File: src/core/emp_pkg.sv
// Shared types and constants for the external memory strobe and pin block.
// Assumes a single 125 MHz system clock and plain control ports.
package emp_pkg;

   // Clock period in ns, for reference by time counts
   localparam int CLK_PERIOD_NS = 8;

   // Width of the memory clock divider field
   localparam int DIV_W = 2;

   // Reset values of the control inputs' registered copies
   localparam logic [1:0] DIV_RESET = 2'h0;

   // Request kinds from the memory request path
   typedef enum logic [3:0] {
      EMP_CMD_NONE,
      EMP_CMD_ASYNC_READ,
      EMP_CMD_ASYNC_WRITE,
      EMP_CMD_SD_ACTIVATE,
      EMP_CMD_SD_READ,
      EMP_CMD_SD_WRITE,
      EMP_CMD_SD_PRECHARGE_ALL,
      EMP_CMD_SD_REFRESH,
      EMP_CMD_SD_MODE_SET
   } emp_cmd_t;

   // One request from the host path
   typedef struct packed {
      emp_cmd_t cmd;
      logic row_bit_ten;
      logic auto_precharge;
   } emp_req_t;

   // Pin group with data value and output enable (low = driven)
   typedef struct packed {
      logic val;
      logic oe_n;
   } emp_pin_t;

   // Clock-enable pin selection
   typedef enum logic {
      EMP_CKE_ON_FLAG,
      EMP_CKE_ON_GPIO
   } emp_cke_sel_t;

endpackage

File: src/core/emp_sync.sv
// Two flip-flop synchroniser for one level input.
// Assumes the input is asynchronous to clk.
`timescale 1ns/1ps
module emp_sync (
   // Clock and reset
   input wire logic clk,
   input wire logic arst_n,
   // Level in and out
   input wire logic din,
   output logic dout
);
   // Both stages in one struct
   typedef struct packed {
      logic s1;
      logic s2;
   } emp_sync_st_t;

   emp_sync_st_t st;
   emp_sync_st_t next_st;

   // First stage read only by the second
   always_comb begin
      next_st.s1 = din;
      next_st.s2 = st.s1;
   end

   // Register stages; reset as idle-high ready
   always_ff @(posedge clk or negedge arst_n) begin
      if (!arst_n) begin
         st <= 2'h3;
      end else begin
         st <= next_st;
      end
   end

   assign dout = st.s2;
endmodule // emp_sync

File: src/core/emp_clkdiv.sv
// Memory clock generator: divides clk and holds high when off.
// Assumes divider changes may glitch one period; software changes it idle.
`timescale 1ns/1ps
module emp_clkdiv (
   // Clock and reset
   input wire logic clk,
   input wire logic arst_n,
   // Control
   input wire logic clock_on,
   input wire logic [1:0] divider,
   // Output
   output logic clk_out
);
   // Divider state
   typedef struct packed {
      logic [1:0] cnt;
      logic level;
   } emp_div_st_t;

   emp_div_st_t st;
   emp_div_st_t next_st;

   // Half period = divider + 1 cycles of clk
   always_comb begin
      next_st = st;
      if (!clock_on) begin
         // Held high while disabled
         next_st.cnt = 2'h0;
         next_st.level = 1'b1;
      end else if (st.cnt >= divider) begin
         // Toggle at divider-selected rate
         next_st.cnt = 2'h0;
         next_st.level = ~st.level;
      end else begin
         next_st.cnt = st.cnt + 2'h1;
      end
   end

   // Register state
   always_ff @(posedge clk or negedge arst_n) begin
      if (!arst_n) begin
         st <= 3'h1;
      end else begin
         st <= next_st;
      end
   end

   assign clk_out = st.level;
endmodule // emp_clkdiv

File: src/core/emp_pins.sv
// Functional notes
// - Output enable low during async reads
// - Read strobe low during async reads
// - Write strobe low during async writes
// - Bus release floats async strobes
// - Bus release floats general interface outputs; general_io_pin_four stays driven through release here
// - Row strobe low for activate, precharge, refresh, mode
// - Column strobe low for read, write, refresh, mode
// - Write line low for write, precharge, mode
// - A10 carries row bit on activate
// - A10 is auto-precharge on read/write
// - A10 high on precharge-all
// - Memory clock toggles when on, else high
// - Divider field selects memory clock rate
// - Release floats sdram pins except clock enable
// - Clock enable on flag or general pin
// - Data bus undriven between transfers
//
// Pin-level strobe and command logic of the external memory interface.
// Assumes one request per idle slot from the host path; data bus keepers
// sit outside and hold the bus when this block stops driving it.
`timescale 1ns/1ps
module emp_pins (
   // Clock and reset
   input wire logic clk,
   input wire logic arst_n,
   // Host request path
   input wire logic req_valid,
   input wire emp_pkg::emp_req_t req,
   input wire logic [1:0] async_hold_cycles,
   input wire logic [15:0] write_data,
   output logic req_ready,
   output logic access_done,
   // Control bits
   input wire logic bus_release,
   input wire logic memory_clock_on,
   input wire logic [1:0] memory_clock_divider,
   input wire logic sdram_cke,
   input wire emp_pkg::emp_cke_sel_t cke_select,
   // Asynchronous memory pins
   input wire logic async_ready_in,
   output logic async_output_enable_n,
   output logic async_output_enable_oe_n,
   output logic async_read_strobe_n,
   output logic async_read_strobe_oe_n,
   output logic async_write_strobe_n,
   output logic async_write_strobe_oe_n,
   // SDRAM pins
   output logic sdram_row_strobe_n,
   output logic sdram_column_strobe_n,
   output logic sdram_write_line_n,
   output logic sdram_addr_line_ten,
   output logic sdram_pins_oe_n,
   output logic memory_clock_out,
   output logic memory_clock_oe_n,
   // Clock-enable carrier pins, never floated
   output logic external_flag_pin,
   output logic general_io_pin_four,
   // Data bus
   output logic [15:0] data_out,
   output logic data_oe_n
);
   // Access phases
   typedef enum logic [1:0] {
      EMP_IDLE,
      EMP_ASYNC,
      EMP_SDCMD
   } emp_phase_t;

   // Whole state of the pin block
   typedef struct packed {
      emp_phase_t phase;
      emp_pkg::emp_req_t cur;
      logic [1:0] hold;
      logic done;
      logic oe_n;
      logic rd_n;
      logic we_n;
      logic ras_n;
      logic cas_n;
      logic swe_n;
      logic a10;
      logic [15:0] wdata;
      logic drive_data;
      logic flag;
      logic gpio;
   } emp_st_t;

   emp_st_t st;
   emp_st_t next_st;
   logic ready_sync;
   logic clk_div_out;
   logic is_read;
   logic is_write;

   // Ready comes from a pin, so it is synchronised first
   emp_sync u_ready_sync (
      .clk(clk),
      .arst_n(arst_n),
      .din(async_ready_in),
      .dout(ready_sync)
   );

   // Memory clock generator
   emp_clkdiv u_clkdiv (
      .clk(clk),
      .arst_n(arst_n),
      .clock_on(memory_clock_on),
      .divider(memory_clock_divider),
      .clk_out(clk_div_out)
   );

   // Accept new work only when idle and bus is ours
   assign req_ready = (st.phase == EMP_IDLE) && !bus_release;
   assign is_read = req.cmd == emp_pkg::EMP_CMD_ASYNC_READ;
   assign is_write = req.cmd == emp_pkg::EMP_CMD_ASYNC_WRITE;

   // Next-state logic for strobes and commands
   always_comb begin
      next_st = st;
      next_st.done = 1'b0;
      // Clock enable follows software on the chosen pin
      next_st.flag = (cke_select == emp_pkg::EMP_CKE_ON_FLAG) ?
         sdram_cke : 1'b0;
      next_st.gpio = (cke_select == emp_pkg::EMP_CKE_ON_GPIO) ?
         sdram_cke : 1'b0;
      unique case (st.phase)
         EMP_IDLE: begin
            // All strobes rest high between accesses
            next_st.oe_n = 1'b1;
            next_st.rd_n = 1'b1;
            next_st.we_n = 1'b1;
            next_st.ras_n = 1'b1;
            next_st.cas_n = 1'b1;
            next_st.swe_n = 1'b1;
            next_st.a10 = 1'b0;
            next_st.drive_data = 1'b0;
            if (req_valid && req_ready) begin
               next_st.cur = req;
               next_st.hold = async_hold_cycles;
               if (is_read || is_write) begin
                  next_st.phase = EMP_ASYNC;
                  next_st.oe_n = !is_read;
                  next_st.rd_n = !is_read;
                  next_st.we_n = !is_write;
                  next_st.drive_data = is_write;
                  next_st.wdata = write_data;
               end else if (req.cmd != emp_pkg::EMP_CMD_NONE) begin
                  next_st.phase = EMP_SDCMD;
                  unique case (req.cmd)
                     emp_pkg::EMP_CMD_SD_ACTIVATE: begin
                        next_st.ras_n = 1'b0;
                        next_st.a10 = req.row_bit_ten;
                     end
                     emp_pkg::EMP_CMD_SD_READ: begin
                        next_st.cas_n = 1'b0;
                        next_st.a10 = req.auto_precharge;
                     end
                     emp_pkg::EMP_CMD_SD_WRITE: begin
                        next_st.cas_n = 1'b0;
                        next_st.swe_n = 1'b0;
                        next_st.a10 = req.auto_precharge;
                        next_st.drive_data = 1'b1;
                        next_st.wdata = write_data;
                     end
                     emp_pkg::EMP_CMD_SD_PRECHARGE_ALL: begin
                        next_st.ras_n = 1'b0;
                        next_st.swe_n = 1'b0;
                        next_st.a10 = 1'b1;
                     end
                     emp_pkg::EMP_CMD_SD_REFRESH: begin
                        next_st.ras_n = 1'b0;
                        next_st.cas_n = 1'b0;
                     end
                     default: begin
                        // Mode set, and any illegal code treated alike
                        next_st.ras_n = 1'b0;
                        next_st.cas_n = 1'b0;
                        next_st.swe_n = 1'b0;
                     end
                  endcase
               end
            end
         end
         EMP_ASYNC: begin
            // Count strobe time; low ready freezes it
            if (!ready_sync) begin
               next_st.hold = st.hold;
            end else if (st.hold != 2'h0) begin
               next_st.hold = st.hold - 2'h1;
            end else begin
               next_st.phase = EMP_IDLE;
               next_st.done = 1'b1;
               next_st.oe_n = 1'b1;
               next_st.rd_n = 1'b1;
               next_st.we_n = 1'b1;
               next_st.drive_data = 1'b0;
            end
         end
         EMP_SDCMD: begin
            // SDRAM commands last one clock
            next_st.phase = EMP_IDLE;
            next_st.done = 1'b1;
            next_st.ras_n = 1'b1;
            next_st.cas_n = 1'b1;
            next_st.swe_n = 1'b1;
            next_st.a10 = 1'b0;
            next_st.drive_data = 1'b0;
         end
         default: begin
            next_st.phase = EMP_IDLE;
         end
      endcase
   end

   // State register; strobes reset high, A10 and clock-enable pins low, data undriven
   always_ff @(posedge clk or negedge arst_n) begin
      if (!arst_n) begin
         st <= '{phase: EMP_IDLE, cur: '0, hold: 2'h0, done: 1'b0,
                 oe_n: 1'b1, rd_n: 1'b1, we_n: 1'b1, ras_n: 1'b1,
                 cas_n: 1'b1, swe_n: 1'b1, a10: 1'b0, wdata: 16'h0000,
                 drive_data: 1'b0, flag: 1'b0, gpio: 1'b0};
      end else begin
         st <= next_st;
      end
   end

   // Output pins; release floats all but clock-enable carriers
   assign async_output_enable_n = st.oe_n;
   assign async_read_strobe_n = st.rd_n;
   assign async_write_strobe_n = st.we_n;
   assign async_output_enable_oe_n = bus_release;
   assign async_read_strobe_oe_n = bus_release;
   assign async_write_strobe_oe_n = bus_release;
   assign sdram_row_strobe_n = st.ras_n;
   assign sdram_column_strobe_n = st.cas_n;
   assign sdram_write_line_n = st.swe_n;
   assign sdram_addr_line_ten = st.a10;
   assign sdram_pins_oe_n = bus_release;
   assign memory_clock_out = clk_div_out;
   assign memory_clock_oe_n = bus_release;
   assign external_flag_pin = st.flag;
   assign general_io_pin_four = st.gpio;
   assign data_out = st.wdata;
   // Data driven only during a write and only when not released
   assign data_oe_n = !st.drive_data || bus_release;
   assign access_done = st.done;
endmodule // emp_pins

File: config.mk
export PLATFORM = sky130hd
export DESIGN_NAME = emp_pins
export DESIGN_NICKNAME = d
export VERILOG_FILES = /design/src/core/emp_pkg.sv /design/src/core/emp_sync.sv /design/src/core/emp_clkdiv.sv /design/src/core/emp_pins.sv
export SDC_FILE = /design/constraint.sdc
export NUM_CORES = 1
export LEC_CHECK = 0
export ABC_AREA = 0
export BUFFER_PORTS_ARGS = -buffer_cell sky130_fd_sc_hd__buf_2
export CAP_MARGIN = 10
export CORE_ASPECT_RATIO = 0.6
export CORE_MARGIN = 3
export CORE_UTILIZATION = 45
export DETAILED_ROUTE_END_ITERATION = 6
export GPL_ROUTABILITY_DRIVEN = 1
export HOLD_SLACK_MARGIN = 0.15
export PLACE_DENSITY = 0.74
export SLEW_MARGIN = 20
export SYNTH_ARGS = -nofsm -noshare
export SYNTH_HDL_FRONTEND = slang
export SYNTH_HIERARCHICAL = 1
export SYNTH_SLANG_ARGS = --single-unit
File: constraint.sdc
create_clock -name clk -period 2 [get_ports clk]
set_input_delay 0.4 -clock clk [delete_from_list [all_inputs] [get_ports clk]]
set_output_delay 0.4 -clock clk [all_outputs]
set_load 0.05 [all_outputs]
Yosys cells after proc, flatten, opt, wreduce, memory -nomap -nowiden
Cells that the tools add are included. Widths: inputs -> output; s select.

Register bits: 42. Input port bits: 34. Word-level logic and storage cells: 97.

Add/sub/neg operators: 2. Magnitude comparators: 1. Equal/unequal tests: 15. Mux-type cells: 32. Bitwise gates (word level): 1. Reduce and logical (&&, ||, !) cells: 25.

Operators with widths (count): $mux 17 (2); $mux 24 (1); $mux 21 (1); $eq 4x3->1 const B (4); $mux 2 (7); $mux 4 (3); $reduce_and 4->1 (3); $mux 10 (1); $reduce_bool 2->1 (5); $eq 4x2->1 const B (2); $mux 1 (8); $pmux 2 s2 (2); $pmux 4 s2 (1); $mux 3 (2); $ne 2x1->1 const B (3); $pmux 1 s3 (2); $pmux 3 s2 (1); $reduce_and 3->1 (2); $eq 4x1->1 const B (1); $logic_not 1->1 (4); $ne 2x2->1 const B (2); $reduce_bool 4->1 (1); $reduce_or 2->1 (2); $ne 3x1->1 const B (1); other kinds (13) (15).

Longest topological paths before layout
Gate-level depths: netlist of run 1.

Depth in word-level cells: 7. Mapped depth: 7.

By module
The synthesis of run 1 kept the hierarchy.

Modules (own cells, without submodules): emp_pins (times used 1, cells an instance 146, area each 1667.8 um^2, seq. area each 757.0 um^2); emp_clkdiv (times used 1, cells an instance 15, area each 162.7 um^2, seq. area each 76.3 um^2); emp_sync (times used 1, cells an instance 2, area each 52.6 um^2, seq. area each 52.6 um^2).

Worst setup path after synthesis of run 1
Ideal clock, no wire load.

Path type: register -> register. From: register st[35] in the netlist's numbering. To: register st[36] in the netlist's numbering. Arrival: 1.968 ns. Required time: 1.936 ns. Setup slack: -0.032 ns. Stages on the path, launching flop included: 8. Cells stage by stage: dfrtp_1 > inv_1 > ha_1 > buf_2 > nor2b_1 > nand2_1 > a21oi_1 > mux2_2.

Longest elaborated chain between the ends: 5.

Ends and longest elaborated chain: from (decl) (RTL line emp_pins.sv:89) `emp_st_t st;`; from (signal assigned) (RTL line emp_pins.sv:219) `st <= '{phase: EMP_IDLE, cur: '0, hold: 2'h0, done: 1'b0,`; from (signal assigned) (RTL line emp_pins.sv:224) `st <= next_st;`; $logic_not 2->1 (RTL line emp_pins.sv:114) `assign req_ready = (st.phase == EMP_IDLE) && !bus_release;`; $logic_and 1x1->1 (RTL line emp_pins.sv:114); via req_ready (RTL line emp_pins.sv:32) `output logic req_ready,`; $logic_and 1x1->1 (RTL line emp_pins.sv:138) `if (req_valid && req_ready) begin`; $ne 2x1->1 (no line); $reduce_and 4->1 (no line).

The timed path passes the listed nets, and every way through them passes these cells. A chain may end at the register's enable or synchronous reset.

Worst setup path after layout of run 1
From: register st[35] in the netlist's numbering. To: output port req_ready.

Longest elaborated chain between the ends: 2.

Ends and longest elaborated chain (RTL line): $logic_not 2->1 (emp_pins.sv:114); $logic_and 1x1->1 (emp_pins.sv:114); to (decl) (emp_pins.sv:32).

Every way passes these cells.

==> results.ini, run 1 <==
[pwr]
p_total_mw=3.19
p_leak_nw=1.14
p_int_mw=1.78
comb_power_share=0.497
switching_share=0.441
clkPwrFrac=0.171
switchingPower_mw=1.41
seq_power_share=0.332
power_density_nw_per_um2=1430
peakVddDrop_uv=542

[sta]
min_period_ps=1920
whs_ps=191
tightest_slew_ps=755
period_share=0.958
max_slew_margin=0.496
skew_ps=3.09
setup_tns_ps=0
maxSlewViolCount=0
clock.fmax_mhz=522
setup_slack_ps=83.6
finalHoldViolations=0
setup_viol=0
rsz0062_at_grt=false

[floorplanning]
io_pins=68
die_area_um2=5020
core-area_um2=3850
die_w_um=89.5
die_h_um=56.1
initial_core_util=0.489
num_rows=17

[cells_and_area]
instances_no_fill=271
nNetsFinal=254
nFillCells=350
drive_above_1_share=0.514
final_core_util=0.578
areaGrowthSynthToFinish_pct=18.2
stdcell_area_um2=2230
antennaDiodeCount=0
seq_area_um2=886
multiInputGateArea_um2=766

[worst_setup_path]
r2r_end=st[36]
worst-path-buf-inv=2
path_class=reg2out
path_depth=4
cp-end-kind=output pin
max_stage_delay_ps=400
r2r_cells=5
r2r_start=st[36]
rrSetupSlack_ps=150
crit_family=flip-flops
required_ps=1600
cp_cell_sequence=inv_1 > ha_2 > nor2b_2 > buf_2
critical_path.startpoint_type=flip-flop
crit_path_max_fanout=7
critPathArrivalTime_ps=1520
cpMaxStageDelayCell=dfrtp_1

[yosys]
synth.top_cells.by_count=27 x dfrtp_1, 22 x buf_4, 11 x mux2_4, 10 x inv_1
synth_edf_count=0
yosysTopAreaCell=dfrtp_1
post-synth-top-count-cell=dfrtp_1
synth-seq-cells=35
syn-num-nets=204
synth.area.top_cells=dfrtp_1 36%, dfstp_2 11%, buf_4 8.8%, mux2_4 8.8%, mux2_2 4.8%
synth_top_area_frac=0.359
syn-cell-area_um2=1880
synth_warnings=6
ys.flop_type=dfrtp_1
ys_async_sr_fraction=1.00
synth.distinct_cells=38
synthCells=163
avgSynthCellArea_um2=11.6
seq_area_frac_synth=0.470

[placement]
placed_cell_area_um2=2120
place_hpwl_um=2860
post-place-cells=263
port_buffers=67
globalplace.congestion=0.830
pre_cts_ws_ps=102

[clock_tree]
clk_pin_slew_ps=70
clk_latency_ps=270
htree_levels=2
hold_buffers=0
cts.sinks=35
numCtsBuffers=5
clock-root-buffer=clkbuf_8
cts_tree=done
cts_buffer_depth=2

[route]
drc=0
drt-initial-drc-count=57
wl_per_cell_um=13.4
postRouteAntennaNets=0
via_per_inst=4.75
firstDrtPassIters=4
vias=1286
drt-total-wl_um=3620

[min_path]
min_path_type=in2async

[grt]
grt_max_degree=36
grt-ovfl-total=0
antenna_found_initial=0
grt_pass1_vias=1257
grt_use_total=0.152
grt_pass1_wl_um=5790

[flow_run]
cap_viol_max_count=0

[outcome]
status=finished, final reports clean

-- area by class of cell --
class / count / area share
Timing Repair Buffer: 71 / 0.164
Inverter: 10 / 0.0169
Sequential cell: 35 / 0.398
Clock buffer: 8 / 0.0450
Tap cell: 57 / 0.0320
Multi-Input combinational cell: 90 / 0.344
-- flip-flops by register name (all words and copies together), names as in the netlist --
| register | count |
|---|---|
| sdram_row_strobe_n | 1 |
| sdram_write_line_n | 1 |
| u_clkdiv/clk_out | 1 |
| external_flag_pin | 1 |
| sdram_column_strobe_n | 1 |
| access_done | 1 |
| u_ready_sync/dout | 1 |
| u_ready_sync/next_st | 1 |
| u_clkdiv/st | 2 |
| data_out | 16 |
| async_output_enable_n | 1 |
| async_write_strobe_n | 1 |
| sdram_addr_line_ten | 1 |
| general_io_pin_four | 1 |
| st | 5 |
-- worst max-delay path by stage --
stage               startpoint     endpoint  slack [ps]
finish                  st[35]    req_ready          80
global route            st[36]       st[36]          20
CTS                     st[35]    req_ready          20
detailed placement      req[2]  data_out[1]         100
global placement        req[2]  data_out[1]         160
floorplan               st[35]       st[36]         260
-- routing by layer --
| layer | GRT usage | wire length (µm) |
|---|---|---|
| met5 | 0 | 0 |
| met2 | 0.217 | 1600 |
| met4 | 0.0382 | 0 |
| met1 | 0.216 | 1770 |
| met3 | 0.0547 | 254 |
-- power by group through the flow --
stage | sequential [mW] | clock [mW] | combinational [mW]
floorplan | 1.17 | 0 | 1.32
CTS | 1.06 | 0.569 | 1.59
finish | 1.06 | 0.547 | 1.59
global route | 1.09 | 0.597 | 1.68
detailed placement | 1.07 | 0 | 1.59
global placement | 1.07 | 0 | 1.56
-- what timing repair did --
action,CTS,global route
endpoints found under the hold margin,0,0
endpoints found under the setup margin,0,1
gates resized for setup,0,1
setup buffers,0,0
-- placed cells by master (no fill, tap or decap), types with 6 or more instances in the layout --
| master | instances |
|---|---|
| buf_2 | 67 |
| inv_1 | 10 |
| nand2b_1 | 7 |
| nand2_1 | 7 |
| dfstp_2 | 8 |
| dfrtp_1 | 27 |
| ha_1 | 6 |
| nor2_1 | 8 |
| mux2_4 | 11 |
| clkbuf_8 | 7 |
| mux2_2 | 8 |
-- kinds of logic after synthesis --
| family | count (synthesis) | synth area share |
|---|---|---|
| mux | 21 | 0.146 |
| buf+inv | 38 | 0.126 |
| simple gates | 38 | 0.118 |
| xor+xnor | 2 | 0.00930 |
| fa+ha+maj | 7 | 0.0465 |
| flops | 35 | 0.470 |
| compound gates | 22 | 0.0844 |
Note: power is estimated with default switching activity, not from simulation.
==> inputs of run 2 (changes only) <==
CORE_MARGIN = 2   (was 3)
clock period = 2.3 ns   (was 2 ns; I/O delays follow)
==> run 2 against run 1 <==
  * Non-clock buffer count is 4 lower
  * Clock power is 20% higher
  * Die area is 5.7% lower
  * Cell count is 4.1% lower
  * Critical path depth stayed put
  * Via count is 0.31% lower
  * Global-route usage is 0.41 points higher
  * Sequential share of layout area is 0.13 points higher
  * Combinational power is 16% lower
  * Sequential power is 13% lower
  * Hold slack better by 63 ps
  * Core utilization is 3.1 points lower
==> results.ini, run 2 (synthesis gave the netlist of run 1 again) <==
[floorplanning]
die_w_um=87.5  ; -2.2%
initial_core_util=0.465  ; -0.0246
io_pins=68  ; unchanged
die_area_um2=4730  ; -5.7%
core-area_um2=4050  ; +5.3%
num_rows=18  ; +1
die_h_um=54.1  ; -3.6%

[clock_tree]
cts-resized-gates=0  ; unchanged
cts_tree=done
post_cts.repair.setup_buffers=0  ; unchanged
htree_levels=2  ; unchanged
clk_latency_ps=280  ; about the same
clock-root-buffer=clkbuf_8
numCtsBuffers=5  ; unchanged
clk_pin_slew_ps=80  ; about the same
cts.sinks=35  ; unchanged
hold_buffers=0  ; unchanged
cts_buffer_depth=2  ; unchanged

[sta]
setup_tns_ps=0  ; unchanged
setup_slack_ps=198  ; +114 ps
setup_viol=0  ; unchanged
period_share=0.914
maxSlewViolCount=0  ; unchanged
finalHoldViolations=0  ; unchanged
skew_ps=9.56  ; +6.48 ps
clock.fmax_mhz=476
min_period_ps=2100
max_slew_margin=0.484  ; -0.0122
tightest_slew_ps=774  ; +18.4 ps
rsz0062_at_grt=false

[worst_setup_path]
required_ps=1840  ; +240 ps
critPathArrivalTime_ps=1640  ; +120 ps
crit_path_max_fanout=11  ; +4
path_class=reg2out
cp-end-kind=output pin
critical_path.startpoint_type=flip-flop
rrSetupSlack_ps=340  ; +190 ps

[placement]
port_buffers=67  ; unchanged
placed_cell_area_um2=2080  ; -1.9%
post-place-cells=252  ; -4.2%
globalplace.congestion=0.849  ; +2.3%
pre_cts_ws_ps=361  ; +259 ps
place_hpwl_um=2670  ; -6.5%

[route]
firstDrtPassIters=4  ; unchanged
drc=0  ; unchanged
wl_per_cell_um=13.3  ; -0.17%
drt-total-wl_um=3470  ; -4.2%
vias=1282  ; -0.31%
drt-initial-drc-count=105  ; +84%
via_per_inst=4.93  ; +3.9%
postRouteAntennaNets=0  ; unchanged

[cells_and_area]
largest_register_ffs=16  ; unchanged
nNetsFinal=250  ; -1.6%
stdcell_area_um2=2220  ; -0.34%
final_common_cell=buf_2
drive_above_1_share=0.500  ; -0.0140
seq_area_um2=886  ; unchanged
nFillCells=379  ; +8.3%
antennaDiodeCount=0  ; unchanged
instances_no_fill=260  ; -4.1%
areaGrowthSynthToFinish_pct=17.8
multiInputGateArea_um2=761  ; -0.65%
layout_common_cells=67 x buf_2, 27 x dfrtp_1, 11 x mux2_4

[pwr]
comb_power_share=0.458  ; -0.039
power_density_nw_per_um2=1310  ; -8.7%
peakVddDrop_uv=586  ; +8.0%
switching_share=0.423  ; -0.0180
p_leak_nw=1.13  ; -0.70%
switchingPower_mw=1.23  ; -13%
seq_power_share=0.316  ; -0.016
p_total_mw=2.91  ; -9.0%
p_int_mw=1.68  ; -6.0%
clkPwrFrac=0.225  ; +0.054

[grt]
grt_use_total=0.156  ; +0.00405
grt_pass1_vias=1123  ; -11%
antenna_found_initial=0  ; unchanged
grt_max_degree=36  ; unchanged
grt-ovfl-total=0  ; unchanged
grt_pass1_wl_um=5400  ; -6.8%

[outcome]
status=finished, final reports clean

[min_path]
min_path_type=in2async

[flow_run]
cap_viol_max_count=0  ; unchanged

-- run 2: cell type report --
type	instances	area share
flip-flops and latches	35	0.399
multi-input cells	90	0.343
repair buffers	67	0.151
clock buffers	5	0.0310
clock inverters	3	0.0305
well taps	50	0.0282
inverters	10	0.0169
-- run 2: stage by stage --
| step | hold WS (ps) | util |
|---|---|---|
| final | 254 | 0.547 |
| after global routing | 254 | 0.547 |
| after CTS | 263 | 0.547 |
| after detailed placement | 347 | 0.514 |
| after global placement | 345 | 0.514 |
| after floorplan | 164 | - |
-- run 2: power groups by stage --
stage	Combinational, mW	Sequential (mW)	Clock (mW)
4_1_cts	1.34	0.922	0.678
5_1_grt	1.42	0.943	0.719
3_5_place_dp	1.34	0.930	0
6_report	1.33	0.919	0.655
3_3_place_gp	1.32	0.930	0
2_1_floorplan	1.15	1.01	0
-- run 2: critical path, stage by stage (launching register included) --
cell     delay (ps)
dfrtp_1         420
inv_1            90
ha_1            350
nor2b_1         210
buf_2           280
-- run 2: path summary, 6_finish.rpt --
check	startpoint	end	cells past startpoint
worst max-delay path	st[36]	req_ready	4
worst min-delay path	arst_n	st[36]	1
min in group clk	async_ready_in	u_ready_sync/next_st[0]	1
worst min register to register	u_ready_sync/next_st[0]	u_ready_sync/dout	0
max in group asynchronous	arst_n	data_out[6]	1
worst max register to register	st[36]	st[36]	5
-- run 2: metal layers --
layer | part of all wire | routed length (µm) | track usage
met1 | 0.48 | 1670 | 0.233
met3 | 0.074 | 256 | 0.0506
met2 | 0.44 | 1510 | 0.211
met5 | 0 | 0 | 0
met4 | 0.0078 | 27 | 0.0462
==> inputs of run 3 (changes only) <==
--- a/config.mk
+++ b/config.mk
@@ -6,6 +6,4 @@
 export NUM_CORES = 1
 export LEC_CHECK = 0
-export ABC_AREA = 0
-export BUFFER_PORTS_ARGS = -buffer_cell sky130_fd_sc_hd__buf_2
 export CAP_MARGIN = 10
 export CORE_ASPECT_RATIO = 0.6
@@ -13,7 +11,7 @@
 export CORE_UTILIZATION = 45
 export DETAILED_ROUTE_END_ITERATION = 6
+export DONT_BUFFER_PORTS = 1
 export GPL_ROUTABILITY_DRIVEN = 1
 export HOLD_SLACK_MARGIN = 0.15
-export PLACE_DENSITY = 0.74
 export SLEW_MARGIN = 20
 export SYNTH_ARGS = -nofsm -noshare
==> constraint.sdc (replaced) <==
create_clock -name clk -period 2.3 [get_ports clk]
set_input_delay 0.69 -clock clk [delete_from_list [all_inputs] [get_ports clk]]
set_output_delay 0.69 -clock clk [all_outputs]
set_load 0.05 [all_outputs]
==> run 3 against run 2 <==
  * Sequential share of layout area is 7.6 points higher
  * Global-route usage shrank 0.33 points
  * Combinational power decreased by 57%
  * First-iteration DRC count is 20% higher
==> results.ini, run 3 (synthesis gave the netlist of run 1 again) <==
[worst_setup_path]
startpoint=st[35]
cp-end-kind=output pin
worst-path-buf-inv=2  ; unchanged
crit_path_max_fanout=11  ; unchanged
crit_family=flip-flops
critPathArrivalTime_ps=1470  ; -170 ps
r2r_start=st[36]
cpMaxStageDelayCell=dfrtp_1
path_class=reg2out
required_ps=1610  ; -230 ps
endpoint=req_ready
rrSetupSlack_ps=370  ; +30 ps
path_depth=4  ; unchanged
max_stage_delay_ps=410  ; about the same
critical_path.startpoint_type=flip-flop
cp_cell_sequence=inv_1 > ha_2 > nor2b_1 > buf_4
r2r_cells=5  ; unchanged
r2r_end=st[36]

[outcome]
status=finished, final reports clean

[grt]
grt_use_met2=0.229  ; +0.0177
use_met3=0.0567  ; +0.00613
grt.busiest_layer=met2
grt_use_total=0.153  ; -0.00326
grt-ovfl-total=0  ; unchanged
antenna_found_initial=0  ; unchanged
grt_max_degree=28  ; -22%
grt_pass1_wl_um=5220  ; -3.3%
met1_usage=0.204  ; -0.0290
grt_pass1_vias=1068  ; -4.9%

[clock_tree]
clk_latency_ps=280  ; about the same
clock-root-buffer=clkbuf_8
numCtsBuffers=5  ; unchanged
cts.sinks=35  ; unchanged
clk_pin_slew_ps=70  ; about the same
cts_tree=done
htree_levels=2  ; unchanged
cts_buffer_depth=2  ; unchanged

[placement]
port_buffers=0  ; -100%
place_hpwl_um=2530  ; -5.4%
placed_cell_area_um2=1760  ; -15%
globalplace.congestion=0.838  ; -1.3%

[route]
drt-initial-drc-count=126  ; +20%
firstDrtPassIters=4  ; unchanged
drt-total-wl_um=3450  ; -0.52%
via_per_inst=5.53  ; +12%
wl_per_cell_um=17.6  ; +32%
drc=0  ; unchanged
vias=1084  ; -15%
postRouteAntennaNets=0  ; unchanged

[cells_and_area]
stdcell_area_um2=1870  ; -16%
antennaDiodeCount=0  ; unchanged
drive_above_1_share=0.274  ; -0.226
largest_register_ffs=16  ; unchanged
areaGrowthSynthToFinish_pct=-0.930
final_common_cell=dfrtp_1
layout_common_cells=27 x dfrtp_1, 11 x mux2_4, 10 x inv_1
nFillCells=377  ; -0.53%
nNetsFinal=186  ; -26%

[floorplanning]
die_area_um2=4730  ; unchanged
core-area_um2=4050  ; unchanged
die_h_um=54.1  ; unchanged
die_w_um=87.5  ; unchanged
initial_core_util=0.465  ; unchanged
io_pins=68  ; unchanged
num_rows=18  ; unchanged

[sta]
clock.fmax_mhz=464  ; -2.5%
tightest_slew_ps=514  ; -260 ps
rsz0062_at_grt=false
setup_tns_ps=0  ; unchanged
min_period_ps=2160  ; +54.8 ps
period_share=0.938  ; +0.0238
setup_viol=0  ; unchanged
skew_ps=3.42  ; -6.15 ps
finalHoldViolations=0  ; unchanged
max_slew_margin=0.657  ; +0.173
maxSlewViolCount=0  ; unchanged

[min_path]
min_path_type=in2async

[pwr]
peakVddDrop_uv=493  ; -16%
p_leak_nw=0.860  ; -24%
power_density_nw_per_um2=1340  ; +2.1%

[flow_run]
cap_viol_max_count=0  ; unchanged

## run 3: cell types whose count changed in the layout (fill, tap and decap cells not counted), sizes merged
cell      before  now
buf           67    3
bufinv         2    0
clkinvlp       1    0
clkbuf         5    7
clkinv         0    1
## run 3: repair_timing
| action | CTS | global route |
|---|---|---|
| resized for setup | 0 | 1 |
| endpoints found under the setup margin | 0 | 1 |
| hold buffers | 1 | 0 |
| hold endpoints to repair | 27 | 0 |
| buffers inserted | 0 | 0 |
## run 3: where the power goes
group | total (mW) | internal, mW | switching (mW)
sequential | 1.51 | 0.817 | 0.689
clock | 0.414 | 0.212 | 0.202
combinational | 0.574 | 0.309 | 0.265
## run 3: how the worst min path moves through the flow
stage | start | slack, ps | endpoint
detailed placement | u_ready_sync/next_st[0] | 350 | u_ready_sync/dout
CTS | arst_n | 220 | u_clkdiv/st[2]
floorplan | u_ready_sync/next_st[0] | 350 | u_ready_sync/dout
finish | arst_n | 220 | st[28]
global placement | u_ready_sync/next_st[0] | 350 | u_ready_sync/dout
global route | arst_n | 220 | st[28]
## run 3: through the flow
stage	hold slack, ps	setup slack (ps)	utilization	total power [mW]	instances
2_1_floorplan	345	71.5	-	2.16	163
4_1_cts	220	64.5	0.460	2.51	196
3_5_place_dp	347	381	0.435	2.07	187
6_report	220	143	0.460	2.49	196
5_1_grt	216	44.0	0.460	2.65	196
3_3_place_gp	348	438	0.435	2.04	187
## run 3: per-layer routing
metal,wire length (µm),vias to the layer above
li1,-,490
met1,1640,541
met2,1500,48
met3,287,5
met4,27,0
met5,0,-
## run 3: layout make-up
type / count / area, µm² / share of cell area
Timing Repair Buffer: 3 / 35.0 / 0.0188
Multi-Input combinational cell: 90 / 763 / 0.409
Clock buffer: 7 / 76.3 / 0.0409
Inverter: 10 / 37.5 / 0.0201
Clock inverter: 1 / 5.00 / 0.00268
Sequential cell: 35 / 886 / 0.475
Tap cell: 50 / 62.6 / 0.0335
